File: src/rtl/lat_table_map.vh
// constants of the sdr read latency table and its sequencer
`ifndef LAT_TABLE_MAP_VH
`define LAT_TABLE_MAP_VH

// parameter block header, offsets 00h..11h, byte 00h leftmost
`define FLT_HDR_BYTES 18
`define FLT_HDR 144'h90_56_06_0e_46_43_03_13_0b_0c_3b_3c_6b_6c_bb_bc_eb_ec

// row layout: frequency byte, code byte, then mode/dummy pairs per command
`define FLT_ROW_BYTES 14
`define FLT_ROWS 5
`define FLT_ROW2 112'h32_03_00_00_00_00_00_00_00_00_00_04_02_01
`define FLT_ROW3 112'h50_00_ff_ff_00_08_00_08_00_08_00_04_02_04
`define FLT_ROW4 112'h5a_01_ff_ff_00_08_00_08_00_08_00_05_02_04
`define FLT_ROW5 112'h68_02_ff_ff_00_08_00_08_00_08_00_06_02_05
`define FLT_ROW6 112'h85_02_ff_ff_00_08_ff_ff_ff_ff_ff_ff_ff_ff

// total block length in bytes and the answer beyond it
`define FLT_BLK_BYTES 88
`define FLT_OOR_BYTE 8'hff
`define FLT_UNSUP 8'hff

// byte offsets inside a row
`define FLT_COL_FREQ 0
`define FLT_COL_CODE 1
`define FLT_COL_FIRST 2

// opcode byte offsets inside the header
`define FLT_HDR_OP_FIRST 6
`define FLT_CMDS 7

// query answer latency in clocks
`define FLT_QRY_LAT 1

`endif

File: src/rtl/lat_table_rom.v
// read-only byte image of the sdr latency parameter block
`timescale 1ns/100ps
`include "lat_table_map.vh"

module lat_table_rom #(
  parameter AW = 7
) (
  // byte select
  input wire [AW-1:0] addr,
  // byte out
  output wire [7:0] data
);

  localparam BLK_W = 8 * `FLT_BLK_BYTES;
  // top bit index of the block, held at the width of the offset arithmetic
  localparam [9:0] BLK_TOP = BLK_W - 1;

  // whole block kept as one constant vector, byte 00h in the top bits
  wire [BLK_W-1:0] blk = {`FLT_HDR, `FLT_ROW2, `FLT_ROW3, `FLT_ROW4, `FLT_ROW5,
    `FLT_ROW6};

  wire in_range = ({1'b0, addr} < `FLT_BLK_BYTES);
  wire [9:0] bit_hi = BLK_TOP - {addr, 3'b000};

  // reads past the block answer erased-flash style
  assign data = in_range ? blk[bit_hi -: 8] : `FLT_OOR_BYTE;

endmodule // lat_table_rom

File: src/rtl/sdr_read_latency_table.v
// sdr read latency table: query byte port and read phase sequencer
`timescale 1ns/100ps
`include "lat_table_map.vh"

module sdr_read_latency_table #(
  parameter QAW = 7
) (
  // clock and reset
  input wire CLK_SYS,
  input wire RST_B,
  // query byte port
  input wire QRY_RD,
  input wire [QAW-1:0] QRY_ADDR,
  output reg [7:0] QRY_DATA,
  output reg QRY_ACK,
  // latency code from the configuration logic
  input wire [1:0] LAT_CODE,
  // read command control from the spi front end
  input wire CMD_GO,
  input wire [7:0] CMD_OP,
  input wire SCK_TICK,
  input wire CMD_END,
  // phase outputs
  output reg MODE_PHASE,
  output reg DUMMY_PHASE,
  output reg DATA_PHASE,
  output reg DATA_START,
  output reg CMD_REJECT,
  output reg [7:0] MODE_CYC,
  output reg [7:0] DUMMY_CYC
);

  ////////////////////////////////////////////////////////////////////////////
  // query port

  wire [7:0] rom_byte;

  lat_table_rom #(
    .AW(QAW)
  ) u_rom (
    .addr(QRY_ADDR),
    .data(rom_byte)
  );

  // one clock from strobe to answer, data held until the next read
  always @(posedge CLK_SYS or negedge RST_B) begin
    if (!RST_B) begin
      QRY_DATA <= 8'h00;
      QRY_ACK <= 1'b0;
    end else begin
      QRY_ACK <= QRY_RD;
      if (QRY_RD) begin
        QRY_DATA <= rom_byte;
      end
    end
  end

  ////////////////////////////////////////////////////////////////////////////
  // lookup helpers

  localparam ROW_W = 8 * `FLT_ROW_BYTES;
  localparam [ROW_W-1:0] ROW_C11 = `FLT_ROW2;
  localparam [ROW_W-1:0] ROW_C00 = `FLT_ROW3;
  localparam [ROW_W-1:0] ROW_C01 = `FLT_ROW4;
  localparam [ROW_W-1:0] ROW_C10 = `FLT_ROW5;
  localparam [8*`FLT_HDR_BYTES-1:0] HDR = `FLT_HDR;
  // index constants sized to the arithmetic that uses them
  localparam [7:0] ROW_TOP = ROW_W - 1;
  localparam [7:0] HDR_TOP = 8 * `FLT_HDR_BYTES - 1;
  localparam [4:0] OP_FIRST = `FLT_HDR_OP_FIRST;
  localparam [3:0] COL_FIRST = `FLT_COL_FIRST;

  // row six shares code 10b with row five; the sequencer follows row five,
  // whose fast read figures equal row six, so nothing is lost at 133 MHz
  function [ROW_W-1:0] row_of;
    input [1:0] code;
    begin
      case (code)
        2'b11: row_of = ROW_C11;
        2'b00: row_of = ROW_C00;
        2'b01: row_of = ROW_C01;
        2'b10: row_of = ROW_C10;
        default: row_of = ROW_C11;
      endcase
    end
  endfunction

  function [7:0] row_byte;
    input [ROW_W-1:0] row;
    input [3:0] idx;
    reg [7:0] hi;
    begin
      hi = ROW_TOP - {1'b0, idx, 3'b000};
      row_byte = row[hi -: 8];
    end
  endfunction

  function [7:0] hdr_byte;
    input [4:0] idx;
    reg [7:0] hi;
    begin
      hi = HDR_TOP - {idx, 3'b000};
      hdr_byte = hdr_byte_sel(hi);
    end
  endfunction

  function [7:0] hdr_byte_sel;
    input [7:0] hi;
    begin
      hdr_byte_sel = HDR[hi -: 8];
    end
  endfunction

  // opcode to column: both address widths of one command share a column
  reg [2:0] col;
  reg col_ok;
  integer k;
  always @* begin
    col = 3'd0;
    col_ok = 1'b0;
    for (k = 0; k < 2 * `FLT_CMDS; k = k + 1) begin
      if (CMD_OP == hdr_byte(OP_FIRST + k[4:0])) begin
        col = k[3:1];
        col_ok = 1'b1;
      end
    end
  end

  wire [ROW_W-1:0] cur_row = row_of(LAT_CODE);
  wire [3:0] mode_idx = COL_FIRST + {col, 1'b0};
  wire [7:0] mode_lu = row_byte(cur_row, mode_idx);
  wire [7:0] dummy_lu = row_byte(cur_row, mode_idx + 4'd1);
  wire unsup = (mode_lu == `FLT_UNSUP) || (dummy_lu == `FLT_UNSUP) || !col_ok;

  ////////////////////////////////////////////////////////////////////////////
  // read phase sequencer

  localparam [4:0] S_IDLE = 5'b00001;
  localparam [4:0] S_MODE = 5'b00010;
  localparam [4:0] S_DUMMY = 5'b00100;
  localparam [4:0] S_DATA = 5'b01000;
  localparam [4:0] S_REJ = 5'b10000;

  reg [4:0] state_q;
  reg [4:0] state_d;
  reg [7:0] cnt_q;
  reg [7:0] cnt_d;
  reg [7:0] dummy_q;
  reg [7:0] dummy_d;

  always @* begin
    state_d = state_q;
    cnt_d = cnt_q;
    dummy_d = dummy_q;
    case (state_q)
      S_IDLE: begin
        if (CMD_GO) begin
          dummy_d = dummy_lu;
          if (unsup) begin
            state_d = S_REJ;
          end else if (mode_lu != 8'h00) begin
            state_d = S_MODE;
            cnt_d = mode_lu;
          end else if (dummy_lu != 8'h00) begin
            state_d = S_DUMMY;
            cnt_d = dummy_lu;
          end else begin
            state_d = S_DATA;
          end
        end
      end
      S_MODE: begin
        if (SCK_TICK) begin
          cnt_d = cnt_q - 8'h01;
          if (cnt_q == 8'h01) begin
            // mode bits done; dummy phase next or straight to data
            if (dummy_q != 8'h00) begin
              state_d = S_DUMMY;
              cnt_d = dummy_q;
            end else begin
              state_d = S_DATA;
            end
          end
        end
      end
      S_DUMMY: begin
        if (SCK_TICK) begin
          cnt_d = cnt_q - 8'h01;
          if (cnt_q == 8'h01) begin
            state_d = S_DATA;
          end
        end
      end
      S_DATA: begin
        state_d = S_DATA;
      end
      S_REJ: begin
        state_d = S_REJ;
      end
      default: begin
        state_d = S_IDLE;
      end
    endcase
    // end of frame wins over the state and count updates, so a cut command never hangs
    if (CMD_END) begin
      state_d = S_IDLE;
      cnt_d = 8'h00;
    end
  end

  always @(posedge CLK_SYS or negedge RST_B) begin
    if (!RST_B) begin
      state_q <= S_IDLE;
      cnt_q <= 8'h00;
      dummy_q <= 8'h00;
      MODE_PHASE <= 1'b0;
      DUMMY_PHASE <= 1'b0;
      DATA_PHASE <= 1'b0;
      DATA_START <= 1'b0;
      CMD_REJECT <= 1'b0;
      MODE_CYC <= 8'h00;
      DUMMY_CYC <= 8'h00;
    end else begin
      state_q <= state_d;
      cnt_q <= cnt_d;
      dummy_q <= dummy_d;
      MODE_PHASE <= (state_d == S_MODE);
      DUMMY_PHASE <= (state_d == S_DUMMY);
      DATA_PHASE <= (state_d == S_DATA);
      DATA_START <= (state_d == S_DATA) && (state_q != S_DATA);
      CMD_REJECT <= (state_d == S_REJ) && (state_q != S_REJ);
      if (CMD_GO && (state_q == S_IDLE)) begin
        MODE_CYC <= mode_lu;
        DUMMY_CYC <= dummy_lu;
      end
    end
  end

endmodule // sdr_read_latency_table

File: config.mk
export PLATFORM = sky130hd
export DESIGN_NAME = sdr_read_latency_table
export DESIGN_NICKNAME = d
export VERILOG_FILES = /design/src/rtl/lat_table_rom.v /design/src/rtl/sdr_read_latency_table.v
export VERILOG_INCLUDE_DIRS = /design/src /design/src/rtl
export SDC_FILE = /design/constraint.sdc
export NUM_CORES = 1
export LEC_CHECK = 0
export CAP_MARGIN = 10
export CORE_MARGIN = 1
export CORE_UTILIZATION = 25
export DETAILED_ROUTE_END_ITERATION = 7
export DONT_BUFFER_PORTS = 1
export HOLD_SLACK_MARGIN = 0.08
export SLEW_MARGIN = 10
export SYNTH_ARGS = -nofsm -noshare
export SYNTH_HDL_FRONTEND = slang
export SYNTH_SLANG_ARGS = --single-unit
File: constraint.sdc
create_clock -name CLK_SYS -period 2 [get_ports CLK_SYS]
set_input_delay 0 -clock CLK_SYS [delete_from_list [all_inputs] [get_ports CLK_SYS]]
set_output_delay 0 -clock CLK_SYS [all_outputs]
set_load 0.005 [all_outputs]
; ---- Yosys cells after proc, flatten, opt, wreduce, memory -nomap -nowiden
; Index checks and enable logic that the tools add are counted.
[op_classes]
n_lt_le_gt_ge = 1
eq_ne = 35
mux = 47
n_mul = 0
n_div = 0
addsub = 6
n_reduce_logical = 13
bitwise_logic = 0
shifts = 3
[op_table]
columns = op, n
row1 = "variable part select 711 x 11 -> 8 bit, first input constant", 1
row2 = one-hot mux 112 bit (4 select lines), 1
row3 = variable part select 119 x 9 -> 8 bit, 2
row4 = 2-to-1 mux 8 bit, 10
row5 = "== test 8 bit, second input constant", 7
row6 = 2-to-1 mux 5 bit, 7
row7 = 2-to-1 mux 3 bit, 10
row8 = one-hot mux 5 bit (5 select lines), 1
row9 = one-hot mux 8 bit (3 select lines), 1
row10 = nonzero test 8 bit, 3
row11 = "== test 8 x 4 -> 1 bit, second input constant", 2
row12 = "== test 8 x 6 -> 1 bit, second input constant", 2
row13 = "== test 8 x 7 -> 1 bit, second input constant", 2
row14 = "subtractor 7 x 7 -> 8 bit, first input constant", 2
row15 = 2-to-1 mux 1 bit, 14
row16 = 2-to-1 mux 4 bit, 3
row17 = "inequality test 3 bit, second input constant", 4
row18 = "== test 5 x 2 -> 1 bit, second input constant", 2
row19 = "== test 5 x 3 -> 1 bit, second input constant", 2
row20 = "== test 5 x 4 -> 1 bit, second input constant", 2
row21 = "== test 5 bit, second input constant", 2
row22 = "subtractor 10 bit, first input constant", 1
row23 = "== test 8 x 1 -> 1 bit, second input constant", 1
row24 = "== test 8 x 2 -> 1 bit, second input constant", 1
row25 = other kinds (18), 22
[totals]
mem_count = 0
in_bits = 23
latch_bits = 0
mem_bits_rw = 0
reg_bits = 51
rom_bits = 0

; ---- Logic depth before layout (Yosys ltp)
; Gate-level depths: netlist of run 1.
[depth]
word_depth = 25
depth_mapped = 9

; ---- By module
; Synthesis of run 1 repeated with hierarchy kept, for this count alone.
[unflattened]
hier_cells = 251
hier_area_um2 = 2294.7
[modules_own_cells]
columns = module, cells_each, n_inst, seq_area_each_um2, area_per_inst_um2
row1 = sdr_read_latency_table, 121, 1, 676.9, 1393.8
row2 = lat_table_rom, 130, 1, 0.0, 900.9

; ---- Worst setup path after synthesis of run 1
; No wires, ideal clock.
[synth_timing]
path_kind = register -> register
startpoint = register cnt_q[4]
endpoint = register cnt_q[7]
setup_slack_ps = 201
required_time_ps = 1876
synth_period_minus_slack_ps = 1799
arrival_ps = 1675
stages_incl_launch_ff = 5
path_cell_list = dfrtp_1 or3_4 or4_4 and4b_1 a211o_1
[synth_via]
elab_chain_cells = 6
word_cells_on_any_way = 8
classes_between = add/sub (1) / eq/ne (1) / mux (6)
[synth_lines]
columns = item, line_no
row1 = from (decl), sdr_read_latency_table.v:146  ; reg [7:0] cnt_q;
row2 = from (signal assigned), sdr_read_latency_table.v:225  ; cnt_q <= cnt_d;
row3 = subtractor 8 x 1 -> 8 bit, "sdr_read_latency_table.v:174, sdr_read_latency_table.v:188"
row4 = 2-to-1 mux 8 bit, sdr_read_latency_table.v:177  ; if (dummy_q != 8'h00) begin
row5 = 2-to-1 mux 8 bit, sdr_read_latency_table.v:175  ; if (cnt_q == 8'h01) begin
row6 = 2-to-1 mux 8 bit, sdr_read_latency_table.v:173  ; if (SCK_TICK) begin
row7 = one-hot mux 8 bit (3 select lines) (*), sdr_read_latency_table.v:155  ; case (state_q)
row8 = 2-to-1 mux 8 bit (*), sdr_read_latency_table.v:205  ; if (CMD_END) begin
; Every way passes the cells marked *; elsewhere a longest branch is shown, timed or not. The select of a mux whose other input is x is not followed.
; A chain may end at the register's enable or synchronous reset.

; ---- Worst setup path in the final report of run 1
[layout_timing]
startpoint = register cnt_q[4]
endpoint = register MODE_PHASE
[layout_via]
elab_chain_cells = 6
word_cells_on_any_way = 8
classes_between = eq/ne (2) / mux (6)
[layout_lines]
columns = item, line_no
row1 = == test 8 x 1 -> 1 bit (*), "sdr_read_latency_table.v:175, sdr_read_latency_table.v:189"
row2 = 2-to-1 mux 5 bit (on tied branches), "sdr_read_latency_table.v:189, sdr_read_latency_table.v:175"
row3 = 2-to-1 mux 5 bit (on tied branches), "sdr_read_latency_table.v:187, sdr_read_latency_table.v:173"
row4 = one-hot mux 5 bit (5 select lines) (*), sdr_read_latency_table.v:155
row5 = 2-to-1 mux 5 bit (*), sdr_read_latency_table.v:205
row6 = == test 5 x 2 -> 1 bit (*), sdr_read_latency_table.v:227  ; MODE_PHASE <= (state_d == S_MODE);
row7 = to (signal assigned), sdr_read_latency_table.v:227
row8 = to (decl), sdr_read_latency_table.v:24  ; output reg MODE_PHASE,
; Every way passes the cells marked *; elsewhere a longest branch is shown, timed or not.

==> flow_metrics.py, run 1 <==
metrics = {
    "sta": {
        "grt_setup_unrepaired": "no",
        "fin_tns_setup_ns": 0,
        "finalCritPeriodShare_pct": 93.8,
        "min_period_ns": 1.88,
        "layout_setup_ws_ns": 0.124,
        "final_max_slew_viol_count": 0,
        "fmax_mhz": 533,
        "fin_hold_ws_ns": 0.0858,
        "setup_viol": 0,
        "fin_skew_ns": 0.0123,
        "final_hold_viol_count": 0,
    },
    "floorplanning": {
        "dieWidth_um": 98.7,
        "ios": 53,
        "core-area_mm2": 0.00889,
        "dieArea_mm2": 0.00975,
        "initial_core_util_pct": 26.3,
        "die_y_um": 98.7,
        "rows": 34,
    },
    "setup_path": {
        "endpoint": "MODE_PHASE$_DFF_PN0_",
        "crit_fanout": 4,
        "r2r-end": "MODE_PHASE$_DFF_PN0_",
        "rr_worst_depth": 5,
        "reg2reg_slack_ns": 0.12,
        "critical_path_class": "flop to flop",
        "worstPathRequired_ns": 2.18,
        "start_kind": "flop",
        "startpoint": "cnt_q[4]$_DFFE_PN0P_",
        "rr_startpoint": "cnt_q[4]$_DFFE_PN0P_",
        "end_kind": "flop",
        "arrival_ns": 2.05,
    },
    "power_and_ir_drop": {
        "total_power_mw": 1.26,
        "ir_drop_mv": 0.284,
        "pwr_density_cell_mw_per_mm2": 497,
        "p_leak_nw": 1.07,
    },
    "clock_tree": {
        "clk_pin_slew_ns": 0.10,
        "clock-root-buffer": "clkbuf_8",
        "cts_made_buffers": 3,
        "cts_sinks": 27,
        "cts_setup_buffers": 0,
        "clk_latency_ns": 0.27,
        "htreeDepth": 1,
        "tritoncts": "built",
        "clock_path_buffers": 2,
        "cts_resized": 0,
    },
    "global_route": {
        "grt_pass1_vias": 1896,
        "antenna_found_initial": 0,
        "grt_overflow": 0,
        "grt_max_degree": 35,
        "grtUsageTotal_pct": 11.6,
        "grt_pass1_wl_mm": 9.32,
    },
    "run_status": {
        "status": "complete, no violations",
    },
    "detailed_routing": {
        "via_count": 2129,
        "totalWireLength_mm": 5.71,
        "vias_per_cell": 5.32,
        "drtIter0Drc": 298,
        "ant_nets": 0,
        "wire_per_inst_um": 14.3,
        "first_pass_iters": 4,
        "drc": 0,
    },
    "place": {
        "gp_congestion": 0.918,
        "dpl.hpwl_mm": 4.05,
        "port_buffers": 0,
        "dp_slack_ns": 0.141,
        "place_area_mm2": 0.00239,
    },
    "synthesis": {
        "yosysWarnings": 0,
        "synth_area_mm2": 0.00234,
        "synth_ff_type": "dfrtp_1",
        "synth_top_cells_by_area": "dfrtp_1 28%, buf_4 5.5%, ha_1 4.8%, o21ai_0 4.7%, a21oi_1 4.3%",
        "synth_edf_count": 0,
        "netlist_instances": 291,
        "yosysTopAreaCell": "dfrtp_1",
        "synthTopCellsByCount": "26 x dfrtp_1, 25 x nor2_1, 22 x o21ai_0",
        "synth-seq-area-share_pct": 28.9,
        "yosysMostFrequentCell": "dfrtp_1",
        "synth_top_area_share_pct": 27.8,
        "async_reset_ff_share_pct": 100,
        "syn_avg_cell_area_um2": 8.04,
        "synth_seq_cells": 27,
        "yosysUniqueCellTypes": 60,
    },
    "flow_run": {
        "max_cap_viol_count": 0,
    },
    "layout": {
        "nNetsFinal": 325,
        "fin_area_mm2": 0.00253,
        "drive_gt1_share_pct": 8.22,
        "n_antenna_cell": 0,
        "area_growth_pct": 8.18,
    },
    "worst_hold_path": {
        "hold_path.class": "input port to flop",
    },
}
-- placed cells by master (no fill, tap or decap), types with 6 or more instances in the layout --
| cell | synthesis | layout |
|---|---|---|
| nor3_1 | 13 | 13 |
| nor2b_1 | 7 | 7 |
| dfrtp_1 | 26 | 26 |
| buf_4 | 17 | 9 |
| conb_1 | 1 | 17 |
| nand2_1 | 15 | 15 |
| a21oi_1 | 20 | 20 |
| xnor2_1 | 6 | 6 |
| inv_1 | 10 | 10 |
| ha_1 | 9 | 9 |
| and2_1 | 6 | 6 |
| o21ai_0 | 22 | 22 |
| nand3_1 | 6 | 6 |
| nand2b_1 | 8 | 8 |
| nor2_1 | 25 | 25 |
| dlygate4sd3_1 | 0 | 7 |
-- cell type report --
type / count / area [um^2]
Clock buffer: 3 / 41.3
Clock inverter: 1 / 5.00
Fill cell: 936 / 6360
Inverter: 10 / 37.5
Multi-Input combinational cell: 234 / 1480
Sequential cell: 27 / 677
Tap cell: 108 / 135
Timing Repair Buffer: 17 / 158
-- stage by stage --
| step | util [%] | cells |
|---|---|---|
| after floorplan | - | 307 |
| after CTS | 28.5 | 400 |
| after detailed placement | 26.9 | 388 |
| after global placement | 26.9 | 388 |
| final | 28.5 | 400 |
| after global routing | 28.5 | 400 |
-- flip-flops by register name (all words and copies together) (netlist names) --
signal / cells
CMD_REJECT: 1
DATA_PHASE: 1
DATA_START: 1
DUMMY_PHASE: 1
MODE_PHASE: 1
QRY_ACK: 1
QRY_DATA: 8
cnt_q: 8
state_q: 5
-- worst min path at each step --
stage                                          to  slack [ns]        start  cells after the start
final                     QRY_DATA[6]$_DFFE_PN0P_        0.09  QRY_ADDR[3]                      3
after global routing      QRY_DATA[4]$_DFFE_PN0P_        0.10  QRY_ADDR[3]                      3
after CTS                 QRY_DATA[6]$_DFFE_PN0P_        0.08  QRY_ADDR[3]                      3
after detailed placement     state_q[4]$_DFF_PN0_       -0.30        RST_B                      0
after global placement       state_q[4]$_DFF_PN0_       -0.29        RST_B                      0
after floorplan              CMD_REJECT$_DFF_PN0_       -0.30        RST_B                      0
-- metal layers --
metal	track usage [%]	up-vias	share of wire (%)	wire (um)
met5	0	-	0	0
li1	-	1023	-	-
met4	2.87	0	1.7	95
met3	1.99	9	6.2	353
met1	17.3	1013	50	2850
met2	17.1	84	42	2420
-- where the power goes --
| group | total [mW] | internal [mW] | switching, mW |
|---|---|---|---|
| Clock | 0.307 | 0.140 | 0.168 |
| Combinational | 0.343 | 0.147 | 0.197 |
| Sequential | 0.609 | 0.576 | 0.0323 |
| Total | 1.26 | 0.863 | 0.397 |
-- logic make-up after synthesis --
group           after synthesis  synth area share (%)
mux                           4                  1.82
buf+inv                      46                  10.5
flops                        27                  28.9
compound gates               92                  26.0
simple gates                101                  23.4
other cells                   1                 0.160
fa+ha+maj                     9                  4.81
xor+xnor                     11                  4.44
-- repair_timing --
action                                 in CTS  in global routing
setup endpoints to repair                   0                  0
hold buffers                                8                  0
endpoints found under the hold margin      45                  0
-- worst max-delay path: stages (launching register included) --
cell and delay, ns:
dfrtp_1 0.42, or3_4 0.41, or4_1 0.52, a21oi_1 0.17, a21oi_1 0.08, and2_1 0.17
Note: power is estimated with default switching activity, not from simulation.
==> run 2: changes to the inputs <==
BUFFER_PORTS_ARGS = -buffer_cell sky130_fd_sc_hd__buf_4   (was unset)
DONT_BUFFER_PORTS = unset   (was 1)
==> flow_metrics.py, run 2 (synthesized netlist as in run 1, its figures left out) <==
metrics = {
    "run_status": {
        "status": "complete, no violations",
    },
    "clock_tree": {
        "clk_pin_slew_ns": 0.10,
        "clock_path_buffers": 2,
        "cts_sinks": 27,
        "tritoncts": "built",
        "clock-root-buffer": "clkbuf_8",
        "clk_latency_ns": 0.28,
        "cts_setup_buffers": 0,
        "htreeDepth": 1,
        "cts_made_buffers": 3,
    },
    "sta": {
        "fin_skew_ns": 0.0111,
        "final_hold_viol_count": 0,
        "fmax_mhz": 531,
        "setup_viol": 0,
        "min_period_ns": 1.88,
        "fin_hold_ws_ns": 0.158,
        "finalCritPeriodShare_pct": 94.1,
        "fin_tns_setup_ns": 0,
        "final_max_slew_viol_count": 0,
        "grt_setup_unrepaired": "no",
    },
    "setup_path": {
        "reg2reg_slack_ns": 0.12,
        "end_kind": "flop",
        "worstPathRequired_ns": 2.16,
        "rr_startpoint": "cnt_q[4]$_DFFE_PN0P_",
        "endpoint": "cnt_q[7]$_DFFE_PN0P_",
        "critical_path_class": "flop to flop",
        "startpoint": "cnt_q[4]$_DFFE_PN0P_",
        "crit_fanout": 4,
        "start_kind": "flop",
        "r2r-end": "cnt_q[7]$_DFFE_PN0P_",
        "rr_worst_depth": 4,
        "arrival_ns": 2.04,
    },
    "global_route": {
        "grt_pass1_wl_mm": 9.45,
        "grt_overflow": 0,
        "grt_pass1_vias": 1990,
        "grtUsageTotal_pct": 11.8,
        "antenna_found_initial": 0,
        "grt_max_degree": 38,
    },
    "power_and_ir_drop": {
        "total_power_mw": 1.35,
        "ir_drop_mv": 0.237,
        "p_int_uw": 910,
        "power_switching_uw": 438,
        "pwr_density_cell_mw_per_mm2": 496,
        "p_leak_nw": 1.19,
        "p_seq_share_pct": 44.5,
        "p_comb_share_pct": 31.9,
        "p_sw_share_pct": 32.5,
        "clockPowerShare_pct": 23.6,
    },
    "floorplanning": {
        "ios": 53,
        "rows": 34,
        "die_y_um": 98.7,
        "dieArea_mm2": 0.00975,
        "initial_core_util_pct": 26.3,
        "dieWidth_um": 98.7,
        "core-area_mm2": 0.00889,
    },
    "layout": {
        "nNetsFinal": 350,
        "final_common_cell": "buf_4",
        "fin_area_mm2": 0.00272,
        "area_growth_pct": 16.1,
        "fin_cells": 425,
        "reg.largest.list": "QRY_DATA x8, cnt_q x8, state_q x5",
        "final_cell_mix": "36 x buf_4, 26 x dfrtp_1, 25 x nor2_1",
        "n_antenna_cell": 0,
        "drive_gt1_share_pct": 16.1,
    },
    "detailed_routing": {
        "ant_nets": 0,
        "via_count": 2139,
        "totalWireLength_mm": 5.58,
        "first_pass_iters": 4,
        "drtIter0Drc": 213,
        "drc": 0,
        "vias_per_cell": 5.03,
        "wire_per_inst_um": 13.1,
    },
    "flow_run": {
        "max_cap_viol_count": 0,
    },
    "place": {
        "post-place-cells": 416,
        "dpl.hpwl_mm": 4.09,
        "port_buffers": 26,
        "place_area_mm2": 0.00262,
        "gp_congestion": 0.909,
    },
    "worst_hold_path": {
        "hold_path.class": "input port to asynchronous set/reset pin",
    },
}
[run 2: cell count changes in the layout (fill, tap and decap cells not counted)]
cell,before,now
buf_4,9,36
dlygate4sd3_1,7,5
clkinv_2,1,0
clkinvlp_4,0,1
o21ai_0,22,21
o21ai_1,0,1
[run 2: final cells by class]
type,count,area (um^2)
sequential,27,677
multi-input combinational,234,1480
timing repair buffer,42,340
fill,939,6170
clock buffer,3,41.3
clock inverter,1,7.51
inverter,10,37.5
tap,108,135
[run 2: worst max-delay path: stages (launching register included)]
cell and delay, ns:
dfrtp_1 0.42, or3_4 0.41, or4_4 0.49, and4b_1 0.19, a211o_1 0.26
[run 2: worst min path at each step]
| stage | from | end | cells after the start |
|---|---|---|---|
| 2_1_floorplan | RST_B | CMD_REJECT$_DFF_PN0_ | 0 |
| 3_3_place_gp | RST_B | state_q[4]$_DFF_PN0_ | 1 |
| 3_5_place_dp | RST_B | state_q[4]$_DFF_PN0_ | 1 |
| 4_1_cts | RST_B | state_q[4]$_DFF_PN0_ | 2 |
| 5_1_grt | RST_B | state_q[2]$_DFF_PN0_ | 2 |
| 6_report | RST_B | state_q[4]$_DFF_PN0_ | 2 |
[run 2: through the flow]
step                setup WS [ns]  util [%]
floorplan                   0.201         -
global placement            0.164      29.4
detailed placement          0.148      29.4
CTS                         0.128      30.6
global route               0.0267      30.6
finish                      0.118      30.6
[run 2: per-layer routing]
metal	vias up	global-route usage [%]	routed length, um
met3	8	1.84	298
met4	0	2.99	73
met5	-	0	0
met2	74	18.9	2480
li1	1076	-	-
met1	981	16.5	2730
[run 2: power by group through the flow]
stage                     clock (mW)  combinational (mW)  sequential [mW]
after floorplan                    0               0.277            0.607
after global placement             0               0.419            0.612
after detailed placement           0               0.420            0.612
after CTS                      0.338               0.430            0.602
after global routing           0.358               0.477            0.606
final                          0.318               0.430            0.600
[run 2: timing repair]
action,in CTS,in global routing
endpoints found under the hold margin,36,0
hold buffers,5,0
gates resized for setup,0,1
endpoints found under the setup margin,0,1
